File: config.mk
export PLATFORM = sky130hd
export DESIGN_NAME = acpi_power_state_control
export DESIGN_NICKNAME = d
export VERILOG_FILES = /design/src/acpi_power_pkg.sv /design/src/input_conditioner.sv /design/src/acpi_power_state_control.sv
export SDC_FILE = /design/constraint.sdc
export NUM_CORES = 1
export LEC_CHECK = 0
export BUFFER_PORTS_ARGS = -buffer_cell sky130_fd_sc_hd__clkbuf_2
export CORE_MARGIN = 3
export CORE_UTILIZATION = 55
export DETAILED_ROUTE_END_ITERATION = 6
export PLACE_DENSITY = 0.75
export SKIP_LAST_GASP = 1
export SLEW_MARGIN = 40
export SYNTH_ARGS = -nofsm -noshare
export SYNTH_HDL_FRONTEND = slang
export SYNTH_SLANG_ARGS = --single-unit
export TNS_END_PERCENT = 100
File: constraint.sdc
create_clock -name sys_clk -period 1.8 [get_ports sys_clk]
set_input_delay 0.18 -clock sys_clk [delete_from_list [all_inputs] [get_ports sys_clk]]
set_output_delay 0.18 -clock sys_clk [all_outputs]
set_load 0.1 [all_outputs]
File: src/acpi_power_pkg.sv
// Purpose: shared constants and types for the power state sequencer
// Assumes: 100 MHz suspend-well clock
// Notes:   times in microseconds, counts derived from the clock rate
package acpi_power_pkg;

    localparam int CLK_MHZ          = 100;
    localparam int DEBOUNCE_US      = 10;
    localparam int DEBOUNCE_CYC     = DEBOUNCE_US * CLK_MHZ;
    localparam int PENDING_US       = 20;
    localparam int PENDING_CYC      = PENDING_US * CLK_MHZ;
    localparam int SYNC_STAGES      = 2;
    localparam int NUM_INPUTS       = 7;
    localparam int CNT_W            = 16;

    // input positions inside the conditioned vector
    localparam int IN_RESET_BTN     = 0;
    localparam int IN_BATTERY_LOW   = 1;
    localparam int IN_WAKE          = 2;
    localparam int IN_SLEEP_BTN     = 3;
    localparam int IN_LID           = 4;
    localparam int IN_THERM_ALARM   = 5;
    localparam int IN_POWER_BTN     = 6;

    // reset value of every conditioned active-low input: released
    localparam logic [NUM_INPUTS-1:0] IN_IDLE = 7'h7F;

    typedef enum logic [2:0] {
        ST_S0 = 3'b000,
        ST_S1 = 3'b001,
        ST_S3 = 3'b011,
        ST_S4 = 3'b100,
        ST_S5 = 3'b101
    } power_state_t;

    typedef struct packed {
        logic suspend_pending_n;
        logic suspend_ram_n;
        logic soft_off_n;
        logic standby_rail_en;
        logic low_power_hint;
        logic throttle;
    } power_out_t;

    typedef struct packed {
        logic sleep_s1;
        logic sleep_s3;
        logic sleep_s4;
        logic soft_off;
        logic wake_support;
    } os_request_t;

endpackage

File: src/input_conditioner.sv
// Purpose: two-stage synchroniser and debounce for one active-low pin
// Assumes: pin is asynchronous to sys_clk
// Notes:   output changes only after the pin holds steady for DEBOUNCE
`timescale 1ns/1ns
module input_conditioner #(
    parameter int DEBOUNCE = acpi_power_pkg::DEBOUNCE_CYC
) (
    input  wire logic sys_clk,
    input  wire logic rst_n,
    input  wire logic pin_n,
    output logic      clean_n
);
    logic             meta_q;
    logic             sync_q;
    logic [15:0]      cnt_q;
    logic [15:0]      cnt_d;
    logic             clean_d;

    // ----------------------------------------------------------------
    // debounce
    // ----------------------------------------------------------------
    always_comb begin
        cnt_d   = cnt_q;
        clean_d = clean_n;
        if (sync_q == clean_n) begin
            cnt_d = 16'h0000;
        end else if (cnt_q >= 16'(DEBOUNCE - 1)) begin
            cnt_d   = 16'h0000;
            clean_d = sync_q;
        end else begin
            cnt_d = cnt_q + 16'h0001;
        end
    end

    always_ff @(posedge sys_clk or negedge rst_n) begin
        if (!rst_n) begin
            meta_q  <= 1'b1;
            sync_q  <= 1'b1;
            cnt_q   <= 16'h0000;
            clean_n <= 1'b1;
        end else begin
            meta_q  <= pin_n;
            sync_q  <= meta_q;
            cnt_q   <= cnt_d;
            clean_n <= clean_d;
        end
    end
endmodule

File: src/acpi_power_state_control.sv
// Purpose: system power state sequencer, S0 to S5, with suspend outputs
// Assumes: runs on the suspend-well clock, standby power always present
// Notes:   os requests come from on-module logic on the same clock
//
// Overview of operation
// - S0: all rails on, fully operational
// - S1: rails stay on, context kept
// - S3: only memory and wake logic powered
// - S5 restarts only on button or wake
// - S5 standby rails kept only if wake needed
// - reset button low holds module in reset
// - battery low input registered as event
// - wake input low is a wake event
// - suspend pending low announces coming sleep
// - suspend-to-RAM asserted in S3, S4, S5
// - soft-off asserted only in S4, S5
// - sleep button falling edge toggles sleep
// - lid switch sleeps or wakes the system
// - thermal trip forces immediate S5
// - thermal alarm low may start throttling
// - a wake event returns S1, S3, S4 to S0; S5 only on the power button, or with wake support
`timescale 1ns/1ns
module acpi_power_state_control #(
    parameter int DEBOUNCE = acpi_power_pkg::DEBOUNCE_CYC,
    parameter int PENDING  = acpi_power_pkg::PENDING_CYC
) (
    input  wire logic                         sys_clk,
    input  wire logic                         rst_n,
    input  wire logic                         reset_button_n,
    input  wire logic                         battery_low_n,
    input  wire logic                         wake_n,
    input  wire logic                         sleep_button_n,
    input  wire logic                         lid_switch_n,
    input  wire logic                         thermal_alarm_n,
    input  wire logic                         power_button_n,
    input  wire logic                         thermal_trip_n,
    input  wire acpi_power_pkg::os_request_t  os_req,
    input  wire logic                         lid_closed_level,
    input  wire logic                         battery_event_clr,
    output logic                              suspend_pending_n,
    output logic                              suspend_ram_n,
    output logic                              soft_off_n,
    output logic                              standby_rail_en,
    output logic                              low_power_hint,
    output logic                              throttle,
    output logic                              battery_event,
    output logic                              module_reset_n,
    output acpi_power_pkg::power_state_t      power_state
);
    logic [acpi_power_pkg::NUM_INPUTS-1:0]  raw_n;
    logic [acpi_power_pkg::NUM_INPUTS-1:0]  clean_n;
    logic [acpi_power_pkg::NUM_INPUTS-1:0]  prev_q;
    logic [acpi_power_pkg::NUM_INPUTS-1:0]  fall;
    logic                                   trip_meta_q;
    logic                                   trip_sync_q;

    acpi_power_pkg::power_state_t           state_q;
    acpi_power_pkg::power_state_t           state_d;
    acpi_power_pkg::power_state_t           target_q;
    acpi_power_pkg::power_state_t           target_d;
    logic                                   pending_q;
    logic                                   pending_d;
    logic [acpi_power_pkg::CNT_W-1:0]       pend_cnt_q;
    logic [acpi_power_pkg::CNT_W-1:0]       pend_cnt_d;
    logic                                   wake_sup_q;
    logic                                   wake_sup_d;
    logic                                   bat_q;
    logic                                   bat_d;
    acpi_power_pkg::power_out_t             out_q;
    acpi_power_pkg::power_out_t             out_d;

    logic                                   asleep;
    logic                                   wake_ev;
    logic                                   sleep_ev;
    logic                                   lid_closed;
    logic                                   lid_change;

    // ----------------------------------------------------------------
    // input conditioning
    // ----------------------------------------------------------------
    assign raw_n[acpi_power_pkg::IN_RESET_BTN]   = reset_button_n;
    assign raw_n[acpi_power_pkg::IN_BATTERY_LOW] = battery_low_n;
    assign raw_n[acpi_power_pkg::IN_WAKE]        = wake_n;
    assign raw_n[acpi_power_pkg::IN_SLEEP_BTN]   = sleep_button_n;
    assign raw_n[acpi_power_pkg::IN_LID]         = lid_switch_n;
    assign raw_n[acpi_power_pkg::IN_THERM_ALARM] = thermal_alarm_n;
    assign raw_n[acpi_power_pkg::IN_POWER_BTN]   = power_button_n;

    genvar gi;
    generate
        for (gi = 0; gi < acpi_power_pkg::NUM_INPUTS; gi++) begin : g_in
            input_conditioner #(
                .DEBOUNCE (DEBOUNCE)
            ) u_cond (
                .sys_clk (sys_clk),
                .rst_n   (rst_n),
                .pin_n   (raw_n[gi]),
                .clean_n (clean_n[gi])
            );
        end
    endgenerate

    assign fall = prev_q & ~clean_n;

    // trip is not debounced: a hot die cannot wait for a filter
    always_ff @(posedge sys_clk or negedge rst_n) begin
        if (!rst_n) begin
            trip_meta_q <= 1'b1;
            trip_sync_q <= 1'b1;
            prev_q      <= acpi_power_pkg::IN_IDLE;
        end else begin
            trip_meta_q <= thermal_trip_n;
            trip_sync_q <= trip_meta_q;
            prev_q      <= clean_n;
        end
    end

    // ----------------------------------------------------------------
    // event decode
    // ----------------------------------------------------------------
    assign asleep     = (state_q != acpi_power_pkg::ST_S0);
    // polarity of a closed lid is strap-selected, since it is board dependent
    assign lid_closed = (clean_n[acpi_power_pkg::IN_LID] == lid_closed_level);
    assign lid_change = (prev_q[acpi_power_pkg::IN_LID] != clean_n[acpi_power_pkg::IN_LID]);

    always_comb begin
        wake_ev  = 1'b0;
        sleep_ev = 1'b0;
        if (!clean_n[acpi_power_pkg::IN_WAKE]) begin
            wake_ev = 1'b1;
        end
        if (fall[acpi_power_pkg::IN_POWER_BTN]) begin
            wake_ev = 1'b1;
        end
        if (fall[acpi_power_pkg::IN_SLEEP_BTN]) begin
            if (asleep) begin
                wake_ev = 1'b1;
            end else begin
                sleep_ev = 1'b1;
            end
        end
        if (lid_change) begin
            if (lid_closed) begin
                sleep_ev = 1'b1;
            end else begin
                wake_ev = 1'b1;
            end
        end
    end

    // ----------------------------------------------------------------
    // battery low event
    // ----------------------------------------------------------------
    always_comb begin
        bat_d = bat_q;
        if (battery_event_clr) begin
            bat_d = 1'b0;
        end
        // set wins over a clear in the same cycle
        if (fall[acpi_power_pkg::IN_BATTERY_LOW]) begin
            bat_d = 1'b1;
        end
    end

    // ----------------------------------------------------------------
    // state machine
    // ----------------------------------------------------------------
    always_comb begin
        state_d    = state_q;
        target_d   = target_q;
        pending_d  = pending_q;
        pend_cnt_d = pend_cnt_q;
        wake_sup_d = wake_sup_q;
        if (os_req.soft_off || os_req.sleep_s3 || os_req.sleep_s4) begin
            wake_sup_d = os_req.wake_support;
        end
        if (!trip_sync_q) begin
            state_d    = acpi_power_pkg::ST_S5;
            pending_d  = 1'b0;
            pend_cnt_d = '0;
        end else if (pending_q) begin
            // announce first, then drop rails once the hold has run
            if (pend_cnt_q >= acpi_power_pkg::CNT_W'(PENDING - 1)) begin
                state_d    = target_q;
                pending_d  = 1'b0;
                pend_cnt_d = '0;
            end else begin
                pend_cnt_d = pend_cnt_q + 1'b1;
            end
        end else begin
            case (state_q)
                acpi_power_pkg::ST_S0: begin
                    if (os_req.soft_off) begin
                        target_d  = acpi_power_pkg::ST_S5;
                        pending_d = 1'b1;
                    end else if (os_req.sleep_s4) begin
                        target_d  = acpi_power_pkg::ST_S4;
                        pending_d = 1'b1;
                    end else if (os_req.sleep_s3 || sleep_ev) begin
                        target_d  = acpi_power_pkg::ST_S3;
                        pending_d = 1'b1;
                    end else if (os_req.sleep_s1) begin
                        target_d  = acpi_power_pkg::ST_S1;
                        pending_d = 1'b1;
                    end
                end
                acpi_power_pkg::ST_S1,
                acpi_power_pkg::ST_S3,
                acpi_power_pkg::ST_S4: begin
                    if (wake_ev) begin
                        state_d = acpi_power_pkg::ST_S0;
                    end
                end
                acpi_power_pkg::ST_S5: begin
                    // only the button, or a wake when wake support is on
                    if (fall[acpi_power_pkg::IN_POWER_BTN] ||
                        (wake_ev && wake_sup_q)) begin
                        state_d = acpi_power_pkg::ST_S0;
                    end
                end
                default: begin
                    state_d = acpi_power_pkg::ST_S5;
                end
            endcase
        end
    end

    // ----------------------------------------------------------------
    // output decode
    // ----------------------------------------------------------------
    always_comb begin
        out_d                   = '0;
        out_d.suspend_pending_n = !pending_d;
        out_d.suspend_ram_n     = 1'b1;
        out_d.soft_off_n        = 1'b1;
        out_d.standby_rail_en   = 1'b1;
        out_d.throttle          = !clean_n[acpi_power_pkg::IN_THERM_ALARM];
        case (state_d)
            acpi_power_pkg::ST_S1: begin
                out_d.low_power_hint = 1'b1;
            end
            acpi_power_pkg::ST_S3: begin
                out_d.suspend_ram_n = 1'b0;
            end
            acpi_power_pkg::ST_S4,
            acpi_power_pkg::ST_S5: begin
                out_d.suspend_ram_n   = 1'b0;
                out_d.soft_off_n      = 1'b0;
                out_d.standby_rail_en = wake_sup_d;
            end
            default: begin
                out_d.low_power_hint = 1'b0;
            end
        endcase
    end

    // ----------------------------------------------------------------
    // registers
    // ----------------------------------------------------------------
    always_ff @(posedge sys_clk or negedge rst_n) begin
        if (!rst_n) begin
            state_q    <= acpi_power_pkg::ST_S5;
            target_q   <= acpi_power_pkg::ST_S5;
            pending_q  <= 1'b0;
            pend_cnt_q <= '0;
            wake_sup_q <= 1'b1;
            bat_q      <= 1'b0;
            out_q      <= '{suspend_pending_n: 1'b1, suspend_ram_n: 1'b0, soft_off_n: 1'b0,
                            standby_rail_en: 1'b1, low_power_hint: 1'b0, throttle: 1'b0};
        end else begin
            state_q    <= state_d;
            target_q   <= target_d;
            pending_q  <= pending_d;
            pend_cnt_q <= pend_cnt_d;
            wake_sup_q <= wake_sup_d;
            bat_q      <= bat_d;
            out_q      <= out_d;
        end
    end

    // the supply request is the carrier's inverter on suspend_ram_n
    assign suspend_pending_n = out_q.suspend_pending_n;
    assign suspend_ram_n     = out_q.suspend_ram_n;
    assign soft_off_n        = out_q.soft_off_n;
    assign standby_rail_en   = out_q.standby_rail_en;
    assign low_power_hint    = out_q.low_power_hint;
    assign throttle          = out_q.throttle;
    assign battery_event     = bat_q;
    assign power_state       = state_q;
    // held low while the debounced reset button is pressed
    assign module_reset_n    = clean_n[acpi_power_pkg::IN_RESET_BTN];
endmodule

==> out/metrics.cfg <==
[finish]
ff_latch_area_mm2=0.00431
utilization_pct=71.1
drive_gt1_share_pct=24.9
fin_cells=837
fin_area_mm2=0.00826
final_nets=706
fill_cells=824
multi_input_area_mm2=0.00258
syn_to_final_growth_pct=24.6
antenna_cells=0

[global_routing]
top_usage_layer=met2
grt_use_total_pct=18.6
grt_pass1_wl_um=19300
globalRouteMet3Util_pct=6.01
grt_start_max_net_pins=64
grtUsageMet1_pct=23.7
grt_pass1_vias=4328
grt_overflow_total=0
grtUsageMet2_pct=30.4
antenna_found_initial=0

[worst_setup_path]
rr_worst_depth=6
slowest_stage=or4_4
crit_buf_inv=0
cp.arrival_ps=2210
reg2reg_slack_ps=-120
path_delay_family=simple AND/OR/NAND/NOR gates
setup.worst_path.start=pend_cnt_q[14]
worst_ep_required_time_ps=2100
worstPathMaxFanout=5
path_cells=or4_4, nor2_4, nand2_4, mux2_2, a221oi_2, mux2i_1
r2r-end=suspend_ram_n
cp-end-kind=register
criticalPathCategory=register to register
max_stage_delay_ps=550
rr_startpoint=pend_cnt_q[14]
endpoint=suspend_ram_n
cp_num_cells=6
start_kind=register

[pwr]
peakVddDrop_mv=0.802
power.density_mw_per_mm2=1010
leakagePower_nw=3.82
total_power_w=0.00835

[synth]
synth_top_area_share_pct=51.4
synth_top_flop_cell=dfrtp_1
synth_top_family_by_area=simple AND/OR/NAND/NOR gates
muxShareOfSynthArea_pct=2.47
yosysWarnings=0
synth_edf_count=0
ys_ff_latch=170
synth_area_mm2=0.00663
synth_common_cells=dfrtp_1 (136), nor2_1 (84), nand2_1 (38), xor2_1 (35)
synthArstFlopShare_pct=100
synthAdderAreaFrac_pct=1.51
synth.area.top_cells=dfrtp_1 (51%), dfstp_2 (13%), nor2_1 (4.8%), xor2_1 (4.6%), xnor2_1 (2.9%)
synth_xor_area_share_pct=7.54
synth.distinct_cells=49
synth.most_common_cell=dfrtp_1
seq_area_frac_synth_pct=64.9
synth_top_area_cell=dfrtp_1
avgSynthCellArea_um2=12.1
netlist_instances=547
synth_compound_area_share_pct=6.21
synthSimpleGateAreaFrac_pct=16.7

[timing]
worstMarginPinSlew_ps=542
layout_setup_ws_ps=-118
slew_headroom_pct=64.0
min_period_over_period_pct=107
rsz0062_at_grt=true
setup_viol=12
slew_viol_final=0
whs_ps=143
post-route-min-period_ps=1920
fin_worst_skew_ps=11.0
hold_violations=0
fmax_mhz=521

[clock_network]
root_buffer=clkbuf_16
clock-sinks=170
clock_latency_ps=420
numCtsBuffers=17
h-tree-depth=4
cts_tree=built
path_clk_slew_ps=60
cts.path.max_buffers=2

[detailed_routing]
drcViolationCount=0
first_iter_violations=224
routed_wl_um=11400
viasPerCell=5.16
postRouteAntennaNets=0
wl_per_cell_um=13.7
drt_pass1_iterations=4
vias=4316

[floorplanning]
rows=39
initial_core_util_pct=57.0
die_y_um=116
pin_count=28
core_area_mm2=0.0116
dieArea_mm2=0.0134
die_x_um=116

[placed_design]
place_hpwl_um=7330
io_buffers=27
dp_cells=784
gp_congestion=0.826
placed_area_mm2=0.00735

[job]
max-cap-violations=0

[run_status]
violations=setup timing
status=complete, but fails checks

[worst_hold_path]
hp-class=input pin to register
hold_depth=4

==> how the worst min path moves through the flow <==
stage	start	endpoint	slack, ps
2_1_floorplan	rst_n	battery_event	-120
3_5_place_dp	rst_n	g_in[2].u_cond.cnt_q[6]	120
5_1_grt	os_req[3]	wake_sup_q	170
6_report	os_req[3]	wake_sup_q	140
4_1_cts	os_req[3]	wake_sup_q	130
3_3_place_gp	rst_n	g_in[2].u_cond.cnt_q[6]	120
==> cell families (layout without fill, tap and decap cells) <==
logic type,after synthesis,in the layout
other cells,1,42
compound gates,60,60
mux,14,14
flops,170,170
fa+ha+maj,8,8
xor+xnor,57,57
buf+inv,12,118
simple gates,225,225
==> cells in the final DEF (no fill, tap or decap), drive strengths merged, types with 2 or more instances in the layout <==
cell,instances
a22o,2
o21ai,21
nand2b,4
nor3,2
or2,2
o22ai,2
buf,37
nor2b,4
nand3,34
clkbuf,49
mux2i,5
a31oi,12
dfrtp,136
and2,8
nor4,8
nor2,86
inv,11
xor2,35
a311oi,2
and3,25
a211o,7
bufinv,2
clkinvlp,2
nand4,3
ha,8
xnor2,22
and4,4
clkinv,4
nand2,39
mux2,9
conb,42
dfstp,34
a21oi,8
dlygate4sd3,13
==> layer usage <==
| metal | vias up | wire length [um] |
|---|---|---|
| li1 | 2104 | - |
| met1 | 2126 | 5100 |
| met2 | 67 | 5770 |
| met3 | 19 | 365 |
| met4 | 0 | 204 |
| met5 | - | 0 |
==> report_power, final <==
group / total [W] / switching, W / internal [W]
clock network: 0.00354 / 0.00141 / 0.00212
logic: 0.000703 / 0.000486 / 0.000217
registers: 0.00411 / 0.0000871 / 0.00403
==> per-stage QoR <==
step	setup slack [ps]	TNS, ps
global placement	-93.6	-140
CTS	-103	-241
finish	-118	-673
detailed placement	-100	-304
global route	-216	-2110
floorplan	-84.3	-183
==> repair_timing <==
action / in CTS / in global routing
endpoints found under the setup margin: 11 / 77
buffers inserted: 2 / 4
pin swaps: 1 / 1
cloned: 1 / 1
endpoints found under the hold margin: 51 / 0
hold buffers: 13 / 0
gates resized for setup: 8 / 36
==> registers in the layout (all words and copies together) (netlist names) <==
signal               count
battery_event            1
pend_cnt_q              16
standby_rail_en          1
pending_q                1
low_power_hint           1
trip_sync_q              1
power_state              3
wake_sup_q               1
soft_off_n               1
g_in.u_cond.cnt_q      112
trip_meta_q              1
g_in.u_cond.clean_n      7
target_q                 3
g_in.u_cond.sync_q       7
g_in.u_cond.meta_q       7
throttle                 1
suspend_ram_n            1
suspend_pending_n        1
prev_q                   4
==> worst register-to-register path, stage by stage (launching register included) <==
cell and delay [ps]:
dfrtp_1 380, or4_4 550, nor2_4 130, nand2_4 90
mux2_2 300, a221oi_2 260, mux2i_1 100
==> layout make-up <==
class | instances | area share (%)
clock buffers | 23 | 5.67
clock inverters | 9 | 1.39
inverters | 10 | 0.455
multi-input cells | 406 | 31.2
flip-flops and latches | 170 | 52.2
well taps | 143 | 2.17
repair buffers | 76 | 6.95
(Power assumes the default switching activity.)
